**src/hdl/hbu_pkg.sv**
```systemverilog
// package: register map, field positions, reset values and carrier types of the breakpoint unit
package hbu_pkg;

  ////////////////////////////////////////////////////////////////////////////
  // register byte offsets (one aligned 32-bit word each)
  localparam logic [7:0] OFS_CTRL_A = 8'h00;
  localparam logic [7:0] OFS_CTRL_B = 8'h04;
  localparam logic [7:0] OFS_MATCH_ADDR_HIGH = 8'h08;
  localparam logic [7:0] OFS_MATCH_ADDR_LOW = 8'h0C;
  localparam logic [7:0] OFS_MATCH_DATA_HIGH = 8'h10;
  localparam logic [7:0] OFS_MATCH_DATA_LOW = 8'h14;
  localparam logic [7:0] OFS_STATUS = 8'h18;

  ////////////////////////////////////////////////////////////////////////////
  // breakpoint_control_a field positions
  localparam int CA_MODE_SEL_HI = 7;
  localparam int CA_MODE_SEL_LO = 6;
  localparam int CA_PROGRAM_ONLY = 5;
  localparam int CA_BP1_LOW_ADDR_EN = 1;
  localparam int CA_BP0_LOW_ADDR_EN = 0;
  localparam logic [7:0] CA_WMASK = 8'hE3;

  // breakpoint_control_b field positions
  localparam int CB_SECOND_CMP_EN = 7;
  localparam int CB_DATA_HIGH_MASK = 6;
  localparam int CB_DATA_LOW_MASK = 5;
  localparam int CB_BP1_DIR_CMP_EN = 3;
  localparam int CB_BP1_DIR_VALUE = 2;
  localparam int CB_BP0_DIR_CMP_EN = 1;
  localparam int CB_BP0_DIR_VALUE = 0;
  localparam logic [7:0] CB_WMASK = 8'hEF;

  // status field positions
  localparam int ST_PENDING = 0;
  localparam int ST_TAGS_HELD = 1;
  localparam int ST_LAST_BP0 = 2;
  localparam int ST_LAST_BP1 = 3;
  localparam int ST_LAST_SWI = 4;
  localparam int ST_LAST_DEBUG = 5;

  ////////////////////////////////////////////////////////////////////////////
  // reset values
  localparam logic [7:0] CTRL_A_RST = 8'h00;
  localparam logic [7:0] CTRL_B_RST = 8'h00;
  localparam logic [7:0] MATCH_RST = 8'h00;
  localparam logic [31:0] RDATA_RST = 32'h0000_0000;

  // axi responses
  localparam logic [1:0] RESP_OKAY = 2'h0;
  localparam logic [1:0] RESP_DECERR = 2'h3;

  // direction value: 1 matches a read cycle, 0 a write cycle
  localparam logic DIR_READ = 1'b1;

  typedef enum logic [1:0] {
    HBU_MODE_OFF = 2'b00,
    HBU_MODE_SWI_DUAL = 2'b01,
    HBU_MODE_FULL = 2'b10,
    HBU_MODE_DBG_DUAL = 2'b11
  } hbu_mode_t;

  // one core bus cycle as seen by the comparators
  typedef struct packed {
    logic cyc;
    logic fetch;
    logic rw;
    logic [15:0] addr;
    logic [15:0] data;
  } hbu_bus_t;

  // break requests towards the core
  typedef struct packed {
    logic swi;
    logic debug;
  } hbu_break_t;

endpackage

```
**src/hdl/hbu_byte_cmp.sv**
```systemverilog
// module: one byte comparator that reports a match when disabled or equal
`timescale 1ns/1ps
module hbu_byte_cmp #(
  parameter int WIDTH = 8
) (
  input wire logic [WIDTH-1:0] bus_i,
  input wire logic [WIDTH-1:0] ref_i,
  input wire logic en_i,
  output logic match_o
);

  // a disabled byte never blocks the breakpoint
  assign match_o = !en_i || (bus_i == ref_i);

endmodule

```
**src/hdl/hbu_tag_queue.sv**
```systemverilog
// module: tag bits that travel alongside the instruction queue
`timescale 1ns/1ps
module hbu_tag_queue #(
  parameter int DEPTH = 3
) (
  input wire logic clk_i,
  input wire logic rst_i,
  input wire logic flush_i,
  input wire logic load_i,
  input wire logic tag_i,
  input wire logic advance_i,
  output logic head_hit_o,
  output logic busy_o
);

  logic [DEPTH-1:0] tags_reg;
  logic [DEPTH-1:0] tags_next;

  always_comb begin
    tags_next = tags_reg;
    if (advance_i) begin
      tags_next = {1'b0, tags_reg[DEPTH-1:1]};
    end
    if (load_i) begin
      tags_next[DEPTH-1] = tag_i;
    end
  end

  // flush drops tags of opcodes that will never execute
  always_ff @(posedge clk_i or posedge rst_i) begin
    if (rst_i) begin
      tags_reg <= '0;
    end else if (flush_i) begin
      tags_reg <= '0;
    end else begin
      tags_reg <= tags_next;
    end
  end

  assign head_hit_o = advance_i && tags_reg[0] && !flush_i;
  assign busy_o = |tags_reg;

endmodule

```
**src/hdl/hbu_top.sv**
```systemverilog
// module: hardware breakpoint unit with its axi4-lite register slave
`timescale 1ns/1ps
module hbu_top #(
  parameter int QUEUE_DEPTH = 3
) (
  input wire logic MCLK_I,
  input wire logic SYS_RST_I,
  input wire logic PWR_ON_RST_I,
  // core side
  input wire hbu_pkg::hbu_bus_t BUS_I,
  input wire logic INSN_BOUNDARY_I,
  input wire logic QUEUE_ADV_I,
  input wire logic QUEUE_FLUSH_I,
  input wire logic DEBUG_ACTIVE_I,
  input wire logic DEBUG_PERMIT_I,
  output hbu_pkg::hbu_break_t BREAK_O,
  // axi4-lite slave
  input wire logic [7:0] S_AXI_AWADDR_I,
  input wire logic S_AXI_AWVALID_I,
  output logic S_AXI_AWREADY_O,
  input wire logic [31:0] S_AXI_WDATA_I,
  input wire logic [3:0] S_AXI_WSTRB_I,
  input wire logic S_AXI_WVALID_I,
  output logic S_AXI_WREADY_O,
  output logic [1:0] S_AXI_BRESP_O,
  output logic S_AXI_BVALID_O,
  input wire logic S_AXI_BREADY_I,
  input wire logic [7:0] S_AXI_ARADDR_I,
  input wire logic S_AXI_ARVALID_I,
  output logic S_AXI_ARREADY_O,
  output logic [31:0] S_AXI_RDATA_O,
  output logic [1:0] S_AXI_RRESP_O,
  output logic S_AXI_RVALID_O,
  input wire logic S_AXI_RREADY_I
);

  //////////////////////////////////////////////////////////////////////////////
  // registers

  logic [7:0] ctrl_a_reg;
  logic [7:0] ctrl_b_reg;
  logic [7:0] match_addr_high_reg;
  logic [7:0] match_addr_low_reg;
  logic [7:0] match_data_high_reg;
  logic [7:0] match_data_low_reg;
  logic pending_reg;
  logic last_bp0_reg;
  logic last_bp1_reg;
  logic [1:0] last_kind_reg;
  hbu_pkg::hbu_break_t break_reg;

  // axi slave state
  logic [7:0] awaddr_reg;
  logic aw_held_reg;
  logic [31:0] wdata_reg;
  logic w_held_reg;
  logic bvalid_reg;
  logic [1:0] bresp_reg;
  logic rvalid_reg;
  logic [1:0] rresp_reg;
  logic [31:0] rdata_reg;

  //////////////////////////////////////////////////////////////////////////////
  // control field decode

  hbu_pkg::hbu_mode_t mode;
  logic program_only_break;
  logic bp1_low_addr_en;
  logic bp0_low_addr_en;
  logic second_cmp_en;
  logic data_high_mask;
  logic data_low_mask;
  logic bp1_dir_cmp_en;
  logic bp1_dir_value;
  logic bp0_dir_cmp_en;
  logic bp0_dir_value;

  assign mode = hbu_pkg::hbu_mode_t'({ctrl_a_reg[hbu_pkg::CA_MODE_SEL_HI],
                                      ctrl_a_reg[hbu_pkg::CA_MODE_SEL_LO]});
  assign program_only_break = ctrl_a_reg[hbu_pkg::CA_PROGRAM_ONLY];
  assign bp1_low_addr_en = ctrl_a_reg[hbu_pkg::CA_BP1_LOW_ADDR_EN];
  assign bp0_low_addr_en = ctrl_a_reg[hbu_pkg::CA_BP0_LOW_ADDR_EN];
  assign second_cmp_en = ctrl_b_reg[hbu_pkg::CB_SECOND_CMP_EN];
  assign data_high_mask = ctrl_b_reg[hbu_pkg::CB_DATA_HIGH_MASK];
  assign data_low_mask = ctrl_b_reg[hbu_pkg::CB_DATA_LOW_MASK];
  assign bp1_dir_cmp_en = ctrl_b_reg[hbu_pkg::CB_BP1_DIR_CMP_EN];
  assign bp1_dir_value = ctrl_b_reg[hbu_pkg::CB_BP1_DIR_VALUE];
  assign bp0_dir_cmp_en = ctrl_b_reg[hbu_pkg::CB_BP0_DIR_CMP_EN];
  assign bp0_dir_value = ctrl_b_reg[hbu_pkg::CB_BP0_DIR_VALUE];

  logic mode_swi;
  logic mode_full;
  logic mode_dbg_dual;
  logic mode_dual;
  logic prog_break;

  always_comb begin
    mode_swi = 1'b0;
    mode_full = 1'b0;
    mode_dbg_dual = 1'b0;
    case (mode)
      hbu_pkg::HBU_MODE_SWI_DUAL: mode_swi = 1'b1;
      hbu_pkg::HBU_MODE_FULL: mode_full = 1'b1;
      hbu_pkg::HBU_MODE_DBG_DUAL: mode_dbg_dual = 1'b1;
      default: mode_swi = 1'b0;
    endcase
  end

  assign mode_dual = mode_swi || mode_dbg_dual;
  // swi dual always tags fetches, whatever program-only says
  assign prog_break = mode_swi || ((mode_full || mode_dbg_dual) && program_only_break);

  //////////////////////////////////////////////////////////////////////////////
  // comparators

  logic addr_hi_match;
  logic addr_lo_match;
  logic second_hi_match;
  logic second_lo_match;
  logic second_lo_en;
  logic second_hi_en;
  logic [15:0] second_bus;

  // full mode compares data, dual modes compare address
  assign second_bus = mode_full ? BUS_I.data : BUS_I.addr;

  always_comb begin
    second_hi_en = 1'b0;
    second_lo_en = 1'b0;
    if (mode_full) begin
      second_hi_en = second_cmp_en && !program_only_break && !data_high_mask;
      second_lo_en = second_cmp_en && !program_only_break && !data_low_mask;
    end else if (mode_dual) begin
      second_hi_en = second_cmp_en;
      second_lo_en = second_cmp_en && bp1_low_addr_en;
    end
  end

  hbu_byte_cmp #(.WIDTH(8)) u_cmp_addr_hi (
    .bus_i(BUS_I.addr[15:8]),
    .ref_i(match_addr_high_reg),
    .en_i(1'b1),
    .match_o(addr_hi_match)
  );

  // low byte excluded gives the 256-byte range compare
  hbu_byte_cmp #(.WIDTH(8)) u_cmp_addr_lo (
    .bus_i(BUS_I.addr[7:0]),
    .ref_i(match_addr_low_reg),
    .en_i(bp0_low_addr_en),
    .match_o(addr_lo_match)
  );

  hbu_byte_cmp #(.WIDTH(8)) u_cmp_second_hi (
    .bus_i(second_bus[15:8]),
    .ref_i(match_data_high_reg),
    .en_i(second_hi_en),
    .match_o(second_hi_match)
  );

  hbu_byte_cmp #(.WIDTH(8)) u_cmp_second_lo (
    .bus_i(second_bus[7:0]),
    .ref_i(match_data_low_reg),
    .en_i(second_lo_en),
    .match_o(second_lo_match)
  );

  // direction qualification, dropped for program breaks
  logic dir0_ok;
  logic dir1_ok;

  assign dir0_ok = !(bp0_dir_cmp_en && !prog_break) || (BUS_I.rw == bp0_dir_value);
  assign dir1_ok = !(bp1_dir_cmp_en && mode_dbg_dual && !prog_break)
                   || (BUS_I.rw == bp1_dir_value);

  //////////////////////////////////////////////////////////////////////////////
  // hit detection

  logic cycle_ok;
  logic bp0_hit;
  logic bp1_hit;
  logic any_hit;

  // no compare at all during background debug mode
  assign cycle_ok = BUS_I.cyc && !DEBUG_ACTIVE_I && (!prog_break || BUS_I.fetch);

  always_comb begin
    bp0_hit = 1'b0;
    bp1_hit = 1'b0;
    if (cycle_ok && mode_full) begin
      bp0_hit = addr_hi_match && addr_lo_match && dir0_ok
                && second_hi_match && second_lo_match;
    end else if (cycle_ok && mode_dual) begin
      bp0_hit = addr_hi_match && addr_lo_match && dir0_ok;
      bp1_hit = second_cmp_en && second_hi_match && second_lo_match && dir1_ok;
    end
  end

  assign any_hit = bp0_hit || bp1_hit;

  //////////////////////////////////////////////////////////////////////////////
  // program breaks: tag the fetched opcode and break when it reaches the head

  logic tag_head_hit;
  logic tags_busy;

  hbu_tag_queue #(.DEPTH(QUEUE_DEPTH)) u_tag_queue (
    .clk_i(MCLK_I),
    .rst_i(SYS_RST_I),
    .flush_i(QUEUE_FLUSH_I || DEBUG_ACTIVE_I || !prog_break),
    .load_i(BUS_I.cyc && BUS_I.fetch && prog_break),
    .tag_i(any_hit),
    .advance_i(QUEUE_ADV_I),
    .head_hit_o(tag_head_hit),
    .busy_o(tags_busy)
  );

  //////////////////////////////////////////////////////////////////////////////
  // data breaks: held until the next instruction boundary

  logic data_fire;
  logic fire;

  // a pending data break from the previous mode must not fire once tagging rules
  assign data_fire = INSN_BOUNDARY_I && !prog_break && (pending_reg || any_hit);
  assign fire = (data_fire || tag_head_hit) && !DEBUG_ACTIVE_I;

  always_ff @(posedge MCLK_I or posedge SYS_RST_I) begin
    if (SYS_RST_I) begin
      pending_reg <= 1'b0;
    end else if (DEBUG_ACTIVE_I || prog_break || mode == hbu_pkg::HBU_MODE_OFF) begin
      pending_reg <= 1'b0;
    end else if (any_hit && !INSN_BOUNDARY_I) begin
      pending_reg <= 1'b1;
    end else if (INSN_BOUNDARY_I) begin
      pending_reg <= 1'b0;
    end
  end

  // the firmware loops if permit is clear, so entry is simply withheld
  always_ff @(posedge MCLK_I or posedge SYS_RST_I) begin
    if (SYS_RST_I) begin
      break_reg <= '0;
    end else begin
      break_reg.swi <= fire && mode_swi;
      break_reg.debug <= fire && (mode_full || mode_dbg_dual) && DEBUG_PERMIT_I;
    end
  end

  assign BREAK_O = break_reg;

  // which comparator last hit, and what the last break raised
  always_ff @(posedge MCLK_I or posedge SYS_RST_I) begin
    if (SYS_RST_I) begin
      last_bp0_reg <= 1'b0;
      last_bp1_reg <= 1'b0;
    end else if (any_hit) begin
      last_bp0_reg <= bp0_hit;
      last_bp1_reg <= bp1_hit;
    end
  end

  always_ff @(posedge MCLK_I or posedge SYS_RST_I) begin
    if (SYS_RST_I) begin
      last_kind_reg <= 2'h0;
    end else if (break_reg.swi || break_reg.debug) begin
      last_kind_reg <= {break_reg.debug, break_reg.swi};
    end
  end

  //////////////////////////////////////////////////////////////////////////////
  // axi4-lite write path: address and data taken in either order

  logic do_write;
  logic [7:0] wr_addr;
  logic [31:0] wr_data;
  logic wr_known;

  assign S_AXI_AWREADY_O = !aw_held_reg && !bvalid_reg;
  assign S_AXI_WREADY_O = !w_held_reg && !bvalid_reg;
  assign wr_addr = aw_held_reg ? awaddr_reg : S_AXI_AWADDR_I;
  assign wr_data = w_held_reg ? wdata_reg : S_AXI_WDATA_I;
  assign do_write = (aw_held_reg || (S_AXI_AWVALID_I && S_AXI_AWREADY_O))
                    && (w_held_reg || (S_AXI_WVALID_I && S_AXI_WREADY_O));
  assign wr_known = (wr_addr == hbu_pkg::OFS_CTRL_A) || (wr_addr == hbu_pkg::OFS_CTRL_B)
                    || (wr_addr == hbu_pkg::OFS_MATCH_ADDR_HIGH)
                    || (wr_addr == hbu_pkg::OFS_MATCH_ADDR_LOW)
                    || (wr_addr == hbu_pkg::OFS_MATCH_DATA_HIGH)
                    || (wr_addr == hbu_pkg::OFS_MATCH_DATA_LOW)
                    || (wr_addr == hbu_pkg::OFS_STATUS);

  always_ff @(posedge MCLK_I or posedge SYS_RST_I) begin
    if (SYS_RST_I) begin
      aw_held_reg <= 1'b0;
      awaddr_reg <= 8'h00;
      w_held_reg <= 1'b0;
      wdata_reg <= hbu_pkg::RDATA_RST;
    end else if (do_write) begin
      aw_held_reg <= 1'b0;
      w_held_reg <= 1'b0;
    end else begin
      if (S_AXI_AWVALID_I && S_AXI_AWREADY_O) begin
        aw_held_reg <= 1'b1;
        awaddr_reg <= S_AXI_AWADDR_I;
      end
      if (S_AXI_WVALID_I && S_AXI_WREADY_O) begin
        w_held_reg <= 1'b1;
        wdata_reg <= S_AXI_WDATA_I;
      end
    end
  end

  always_ff @(posedge MCLK_I or posedge SYS_RST_I) begin
    if (SYS_RST_I) begin
      bvalid_reg <= 1'b0;
      bresp_reg <= hbu_pkg::RESP_OKAY;
    end else if (do_write) begin
      bvalid_reg <= 1'b1;
      bresp_reg <= wr_known ? hbu_pkg::RESP_OKAY : hbu_pkg::RESP_DECERR;
    end else if (S_AXI_BREADY_I) begin
      bvalid_reg <= 1'b0;
    end
  end

  assign S_AXI_BVALID_O = bvalid_reg;
  assign S_AXI_BRESP_O = bresp_reg;

  // control registers take writes in any operating mode
  always_ff @(posedge MCLK_I or posedge SYS_RST_I) begin
    if (SYS_RST_I) begin
      ctrl_a_reg <= hbu_pkg::CTRL_A_RST;
      ctrl_b_reg <= hbu_pkg::CTRL_B_RST;
    end else if (do_write && S_AXI_WSTRB_I[0]) begin
      if (wr_addr == hbu_pkg::OFS_CTRL_A) begin
        ctrl_a_reg <= wr_data[7:0] & hbu_pkg::CA_WMASK;
      end
      if (wr_addr == hbu_pkg::OFS_CTRL_B) begin
        ctrl_b_reg <= wr_data[7:0] & hbu_pkg::CB_WMASK;
      end
    end
  end

  // match values survive an ordinary reset; only power-on clears them
  always_ff @(posedge MCLK_I or posedge PWR_ON_RST_I) begin
    if (PWR_ON_RST_I) begin
      match_addr_high_reg <= hbu_pkg::MATCH_RST;
      match_addr_low_reg <= hbu_pkg::MATCH_RST;
      match_data_high_reg <= hbu_pkg::MATCH_RST;
      match_data_low_reg <= hbu_pkg::MATCH_RST;
    end else if (do_write && S_AXI_WSTRB_I[0]) begin
      if (wr_addr == hbu_pkg::OFS_MATCH_ADDR_HIGH) begin
        match_addr_high_reg <= wr_data[7:0];
      end
      if (wr_addr == hbu_pkg::OFS_MATCH_ADDR_LOW) begin
        match_addr_low_reg <= wr_data[7:0];
      end
      if (wr_addr == hbu_pkg::OFS_MATCH_DATA_HIGH) begin
        match_data_high_reg <= wr_data[7:0];
      end
      if (wr_addr == hbu_pkg::OFS_MATCH_DATA_LOW) begin
        match_data_low_reg <= wr_data[7:0];
      end
    end
  end

  //////////////////////////////////////////////////////////////////////////////
  // axi4-lite read path

  logic [7:0] status;
  logic [31:0] rd_word;
  logic rd_known;

  always_comb begin
    status = 8'h00;
    status[hbu_pkg::ST_PENDING] = pending_reg;
    status[hbu_pkg::ST_TAGS_HELD] = tags_busy;
    status[hbu_pkg::ST_LAST_BP0] = last_bp0_reg;
    status[hbu_pkg::ST_LAST_BP1] = last_bp1_reg;
    status[hbu_pkg::ST_LAST_SWI] = last_kind_reg[0];
    status[hbu_pkg::ST_LAST_DEBUG] = last_kind_reg[1];
  end

  always_comb begin
    rd_word = hbu_pkg::RDATA_RST;
    rd_known = 1'b1;
    case (S_AXI_ARADDR_I)
      hbu_pkg::OFS_CTRL_A: rd_word[7:0] = ctrl_a_reg;
      hbu_pkg::OFS_CTRL_B: rd_word[7:0] = ctrl_b_reg;
      hbu_pkg::OFS_MATCH_ADDR_HIGH: rd_word[7:0] = match_addr_high_reg;
      hbu_pkg::OFS_MATCH_ADDR_LOW: rd_word[7:0] = match_addr_low_reg;
      hbu_pkg::OFS_MATCH_DATA_HIGH: rd_word[7:0] = match_data_high_reg;
      hbu_pkg::OFS_MATCH_DATA_LOW: rd_word[7:0] = match_data_low_reg;
      hbu_pkg::OFS_STATUS: rd_word[7:0] = status;
      default: rd_known = 1'b0;
    endcase
  end

  assign S_AXI_ARREADY_O = !rvalid_reg;

  always_ff @(posedge MCLK_I or posedge SYS_RST_I) begin
    if (SYS_RST_I) begin
      rvalid_reg <= 1'b0;
      rresp_reg <= hbu_pkg::RESP_OKAY;
      rdata_reg <= hbu_pkg::RDATA_RST;
    end else if (S_AXI_ARVALID_I && !rvalid_reg) begin
      rvalid_reg <= 1'b1;
      rresp_reg <= rd_known ? hbu_pkg::RESP_OKAY : hbu_pkg::RESP_DECERR;
      rdata_reg <= rd_word;
    end else if (S_AXI_RREADY_I) begin
      rvalid_reg <= 1'b0;
    end
  end

  assign S_AXI_RVALID_O = rvalid_reg;
  assign S_AXI_RRESP_O = rresp_reg;
  assign S_AXI_RDATA_O = rdata_reg;

endmodule

```
**config.mk**
```make
export PLATFORM = sky130hd
export DESIGN_NAME = hbu_top
export DESIGN_NICKNAME = d
export VERILOG_FILES = /design/src/hdl/hbu_pkg.sv /design/src/hdl/hbu_byte_cmp.sv /design/src/hdl/hbu_tag_queue.sv /design/src/hdl/hbu_top.sv
export SDC_FILE = /design/constraint.sdc
export NUM_CORES = 1
export LEC_CHECK = 0
export BUFFER_PORTS_ARGS = -buffer_cell sky130_fd_sc_hd__buf_2
export CAP_MARGIN = 20
export CORE_MARGIN = 3
export CORE_UTILIZATION = 57
export CTS_CLUSTER_DIAMETER = 40
export DETAILED_ROUTE_END_ITERATION = 8
export PLACE_DENSITY = 0.86
export SYNTH_ARGS = -nofsm -noshare
export SYNTH_HDL_FRONTEND = slang
export SYNTH_SLANG_ARGS = --single-unit
```
**constraint.sdc**
```tcl
create_clock -name MCLK_I -period 4.35 [get_ports MCLK_I]
set_clock_uncertainty 0.05 [all_clocks]
set_input_delay 0.2175 -clock MCLK_I [delete_from_list [all_inputs] [get_ports MCLK_I]]
set_output_delay 0.2175 -clock MCLK_I [all_outputs]
set_load 0.03 [all_outputs]
```
Word level (Yosys, flattened, before mapping) --
Index checks and enable logic that the tools add are counted.
Operators by class: reductions and logical operators 98, add/sub/neg operators 0, shift operators 0, bitwise logic cells 1, multiply operators 0, eq/ne operators 21, magnitude comparators 0, muxes and demuxes 32, div/mod/pow operators 0
Operators by type and width (count):
- 8-bit case mux with 7 select lines | 1
- 8-bit by 5-bit == test with 1-bit output, second input constant | 6
- 1-bit logical AND | 37
- 8-bit by 4-bit == test with 1-bit output, second input constant | 4
- 8-bit == test | 4
- 1-bit logical OR | 25
- 1-bit 2-to-1 mux | 24
- 8-bit by 3-bit == test with 1-bit output, second input constant | 2
- 1-bit logical NOT | 16
- 8-bit logical NOT | 2
- 16-bit 2-to-1 mux | 1
- 8-bit 2-to-1 mux | 2
- 2-bit AND reduction | 8
- 2-bit nonzero test | 5
- 7-bit OR reduction | 1
- 3-bit 2-to-1 mux | 2
- 3-bit nonzero test | 2
- 2-bit == test, second input constant | 2
- 2-bit 2-to-1 mux | 2
- 3-bit OR reduction | 1
- 1-bit == test | 2
- 2-bit by 1-bit == test with 1-bit output, second input constant | 1
- 2-bit logical NOT | 1
- 1-bit NOT | 1
Word-level totals: memories 0, ROM bits 0, bits of input ports 100, memory bits (writable) 0, bits in latches 0, flip-flop bits (word level) 86

Logic depth before layout (Yosys ltp) --
word-level depth 20, gate-level depth with buffers 9, depth with buffers taken out 7

Modules after synthesis --
Synthesis repeated with hierarchy kept, for this count alone.
Second synthesis, totals: cells, all modules 411, area, all modules 4859.7 µm²
Modules (own cells, without submodules):
- hbu_top | sequential area each 2026.9 µm², instances 1, cells each 354, area an instance 4369.2 µm²
- hbu_byte_cmp | sequential area each 0.0 µm², instances 4, cells each 11, area an instance 87.6 µm²
- hbu_tag_queue | sequential area each 75.1 µm², instances 1, cells each 13, area an instance 140.1 µm²

Worst setup path before layout --
No wires, ideal clock.
kind reg-to-reg, start register aw_held_reg, end register match_addr_low_reg[0], setup slack 2.127 ns, data arrival time 2.048 ns, path buffers 1, setup time 0.125 ns, cell stages (with the launch flop) 9, path through dfrtp_1 > buf_6 > nor4_2 > a21o_1 > nand3_1 > or2_1 > or3_4 > nor2_8 > mux2_4
On the way: longest elaborated chain between the ends 7, elaborated cells on any way between the ends 9, classes of those cells 1 x eq/ne; 1 x mux; 7 x reduce/logical
RTL lines:
- from (decl) | line hbu_top.sv:54 | logic aw_held_reg;
- from (signal assigned) | line hbu_top.sv:294 | aw_held_reg <= 1'b0;
- from (signal assigned) | line hbu_top.sv:299 | aw_held_reg <= 1'b0;
- from (signal assigned) | line hbu_top.sv:303 | aw_held_reg <= 1'b1;
- 1-bit logical NOT | line hbu_top.sv:279 | assign S_AXI_AWREADY_O = !aw_held_reg && !bvalid_reg;
- 1-bit logical AND | line hbu_top.sv:279
- 1-bit logical AND | line hbu_top.sv:283 | assign do_write = (aw_held_reg || (S_AXI_AWVALID_I && S_AXI_AWREADY_O))
- 1-bit logical OR | line hbu_top.sv:283
- 1-bit logical AND | line hbu_top.sv:284 | && (w_held_reg || (S_AXI_WVALID_I && S_AXI_WREADY_O));
- 1-bit logical AND | line hbu_top.sv:350 | end else if (do_write && S_AXI_WSTRB_I[0]) begin
- 2-bit AND reduction (no line) (*)
- to (signal assigned) | line hbu_top.sv:347 | match_addr_low_reg <= hbu_pkg::MATCH_RST;
- to (signal assigned) | line hbu_top.sv:355 | match_addr_low_reg <= wr_data[7:0];
- to (decl) | line hbu_top.sv:43 | logic [7:0] match_addr_low_reg;
Every way passes the cells marked *; elsewhere a longest branch is shown, timed or not. A chain may end at the register's enable or synchronous reset.

Worst setup path after layout --
start register w_held_reg, end register match_addr_low_reg[2]
On the way: longest elaborated chain between the ends 7, elaborated cells on any way between the ends 8, classes of those cells 1 x mux; 7 x reduce/logical
RTL lines:
- from (decl) | line hbu_top.sv:56 | logic w_held_reg;
- from (signal assigned) | line hbu_top.sv:296 | w_held_reg <= 1'b0;
- from (signal assigned) | line hbu_top.sv:300 | w_held_reg <= 1'b0;
- from (signal assigned) | line hbu_top.sv:307 | w_held_reg <= 1'b1;
- 1-bit logical NOT | line hbu_top.sv:280 | assign S_AXI_WREADY_O = !w_held_reg && !bvalid_reg;
- 1-bit logical AND | line hbu_top.sv:280
- 1-bit logical AND | line hbu_top.sv:284
- 1-bit logical OR | line hbu_top.sv:284
- 1-bit logical AND | line hbu_top.sv:284
- 1-bit logical AND | line hbu_top.sv:350
- 2-bit AND reduction (no line)
Parallel ways exist; a longest one is shown, timed or not.

==> impl_metrics.env <==
export IMPL_status="finished clean"
export IMPL_cts_root_buf="clkbuf_8"
export IMPL_clock_sinks=84
export IMPL_yosys_area_top_type="dfrtp_1"
export IMPL_yosys_most_used_dff="dfrtp_1"
export IMPL_die_area_um2=9758
export IMPL_grt_antenna_before_repair=0
export IMPL_initial_utilization_pct=59.13
export IMPL_grt_pass1_wl_um=20580
export IMPL_syn_area_per_cell_um2=10.16
export IMPL_clk_path_buf_depth=2
export IMPL_p_sw_share_pct=36.01
export IMPL_synth_cell_types=57
export IMPL_drt_vias_per_instance=5.939
export IMPL_maxCapViolations=0
export IMPL_cell_internal_pwr_mw=1.688
export IMPL_synth_edf_count=0
export IMPL_grt_max_degree=53
export IMPL_postCtsSetupBuffers=0
export IMPL_yosysWarnings=0
export IMPL_ff2ff_path_depth=7
export IMPL_final_net_count=677
export IMPL_fmax_ghz=0.3424
export IMPL_synth_seq_area_share_pct=42.84
export IMPL_reg2reg_from="w_held_reg$_DFFE_PP0P_"
export IMPL_port_buffers=91
export IMPL_drive_above_1_share_pct=27.84
export IMPL_dr_pass1_iters=5
export IMPL_required_ns=4.53
export IMPL_worstHoldPathType="in -> reg"
export IMPL_setup_tns_final_ns=0
export IMPL_drt_iter0_markers=223
export IMPL_setup_violations=0
export IMPL_crit_start="w_held_reg$_DFFE_PP0P_"
export IMPL_seq_power_share_pct=44.3
export IMPL_fin_crit_ns=2.921
export IMPL_ir_worst_vdd_mv=0.3828
export IMPL_slew_headroom_pct=30.49
export IMPL_h_tree_depth=3
export IMPL_start_kind="register"
export IMPL_hold_buffers=3
export IMPL_synth_area_leaders="dfrtp_1 (43%), mux2_2 (5.7%), mux2_4 (4.9%), buf_4 (4.1%), mux2i_1 (3.9%)"
export IMPL_netlist_instances=483
export IMPL_gr_total_overflow=0
export IMPL_cts_tree="yes"
export IMPL_r2r_slack_ns=1.43
export IMPL_grt_usage_pct=26.82
export IMPL_cts_resized=0
export IMPL_synthArstFlopShare_pct=100.0
export IMPL_fin_crit_sh_pct=67.15
export IMPL_tightestPinTransition_ns=1.039
export IMPL_r2r_end="match_addr_low_reg[2]$_DFFE_PP0P_"
export IMPL_crit_path_end="match_addr_low_reg[2]$_DFFE_PP0P_"
export IMPL_wirelength_um=12720
export IMPL_worstSetupEndpointType="register"
export IMPL_hold_violations=0
export IMPL_netlist_area_leader_share_pct=42.84
export IMPL_whs_ns=0.04490
export IMPL_p_per_area_nw_per_um2=467.7
export IMPL_path_class="reg -> reg"
export IMPL_antenna_cells=0
export IMPL_crit_fanout=21
export IMPL_wl_per_cell_um=18.52
export IMPL_p_comb_share_pct=30.0
export IMPL_place_congestion=0.9461
export IMPL_die_width_um=98.79
export IMPL_p_sw_mw=0.9498
export IMPL_pin_count=143
export IMPL_numCtsBuffers=9
export IMPL_clkSlewWorstSetupHoldPaths_ns=0.09
export IMPL_pwr_share_clk_pct=25.7
export IMPL_worst_slack_ns=1.429
export IMPL_ys_ff_latch=84
export IMPL_arrival_ns=3.10
export IMPL_slew_viol_final=0
export IMPL_fp_row_count=33
export IMPL_ant_nets=0
export IMPL_p_leak_nw=2.679
export IMPL_synth_area_um2=4907
export IMPL_fillers=656
export IMPL_dp_hpwl_um=9958
export IMPL_post_place_ws_ns=1.471
export IMPL_die_y_um=98.79
export IMPL_area_delta_synth_final_pct=14.94
export IMPL_grt_pass1_vias=4159
export IMPL_clock_latency_ns=0.35
export IMPL_core_area_um2=8299
export IMPL_drc_errors=0
export IMPL_rsz0062_at_grt="false"
export IMPL_vias=4080
## power groups by stage
stage          sequential [mW]  clock [mW]  combinational, mW
4_1_cts                   1.16       0.689              0.787
3_3_place_gp              1.16           0              0.754
6_report                  1.17       0.678              0.791
2_1_floorplan             1.09           0              0.651
3_5_place_dp              1.18           0              0.780
5_1_grt                   1.19       0.720              0.864
## layer usage
| layer | share of wire (%) | wire length (µm) | vias up | track usage, % |
|---|---|---|---|---|
| met5 | 0 | 0 | - | 0 |
| met2 | 50 | 6385 | 205 | 45.92 |
| met3 | 9.2 | 1170 | 29 | 6.157 |
| met4 | 2.5 | 313 | 0 | 9.034 |
| li1 | - | - | 1880 | - |
| met1 | 38 | 4852 | 1966 | 33.49 |
## Yosys cell counts (2+ instances only)
master     instances
o2111ai_1          5
o21ai_1            4
nand2_1           31
nor4_1             2
a211oi_1           2
xnor2_1            9
a22oi_1           14
a31oi_1            7
a21o_1             8
clkbuf_1           6
nand4_1            2
mux2i_1           19
buf_2              4
nand3b_1           2
nand3_1            5
a21oi_1           32
mux2_4            16
mux2_2            25
nor3_1            17
nor2_8             2
o21a_1             2
dfrtp_1           84
inv_1             17
a222oi_1           4
buf_6              2
nor2_1            43
buf_4             27
o31a_1             3
nor2b_1           11
a221oi_1           4
o21ai_0           13
nand2b_1          13
xor2_1            18
nor4_2             2
or2_1              2
o22ai_1            3
nor4bb_1           3
## how the worst min path moves through the flow
stage / endpoint / slack [ns] / from / depth (start not counted)
floorplan: BREAK_O[1]$_DFF_PP0_ / 0.24 / DEBUG_ACTIVE_I / 1
global placement: match_addr_high_reg[0]$_DFFE_PP0P_ / 0.27 / PWR_ON_RST_I / 3
global route: awaddr_reg[2]$_DFFE_PP0P_ / 0.04 / S_AXI_AWADDR_I[2] / 2
detailed placement: match_data_high_reg[7]$_DFFE_PP0P_ / 0.28 / PWR_ON_RST_I / 3
finish: BREAK_O[1]$_DFF_PP0_ / 0.04 / DEBUG_ACTIVE_I / 2
CTS: BREAK_O[1]$_DFF_PP0_ / 0.03 / DEBUG_ACTIVE_I / 2
## kinds of logic after synthesis
family / Yosys count / synth area share, %
AO/OA/AOI/OAI: 115 / 15.99
XOR/XNOR: 27 / 4.819
buffers and inverters: 56 / 6.757
flip-flops: 84 / 42.84
multiplexers: 60 / 14.51
other: 1 / 0.07642
AND/OR/NAND/NOR: 140 / 15.02
## worst max-delay path, cell delays in order (launching register included)
cell and delay (ns):
dfrtp_1 0.91, o22ai_1 0.15, a21oi_1 0.34, nand3_1 0.11
or2_1 0.27, or3_4 0.40, nor2_8 0.24, mux2_4 0.33
## layout by cell type (no fill, tap or decap), types with 14 or more instances in the layout
cell type / netlist / routed
nor3_1: 17 / 17
xor2_1: 18 / 18
mux2i_1: 19 / 19
dfrtp_1: 84 / 84
mux2_4: 16 / 16
conb_1: 1 / 24
nand2_1: 31 / 31
a22oi_1: 14 / 14
buf_2: 4 / 91
a21oi_1: 32 / 32
inv_1: 17 / 16
mux2_2: 25 / 25
nor2_1: 43 / 43
## area by class of cell
type                       instances  area, µm²  area share, %
clock buffer                       9      123.9          2.196
clock inverter                     7      121.4          2.152
inverter                          17      63.81          1.131
multi-input combinational        366       2560          45.39
sequential                        84       2102          37.27
tap                              105      131.4          2.329
timing repair buffer              99      538.0          9.539
## through the flow
stage	instance area [µm²]	total power, mW	util [%]	instances
final	5640	2.638	67.96	687
after global routing	5640	2.779	67.96	687
after CTS	5610	2.638	67.60	685
after detailed placement	5335	1.957	64.28	666
after global placement	5335	1.912	64.28	666
after floorplan	4994	1.744	-	506
(Power assumes the default switching activity.)
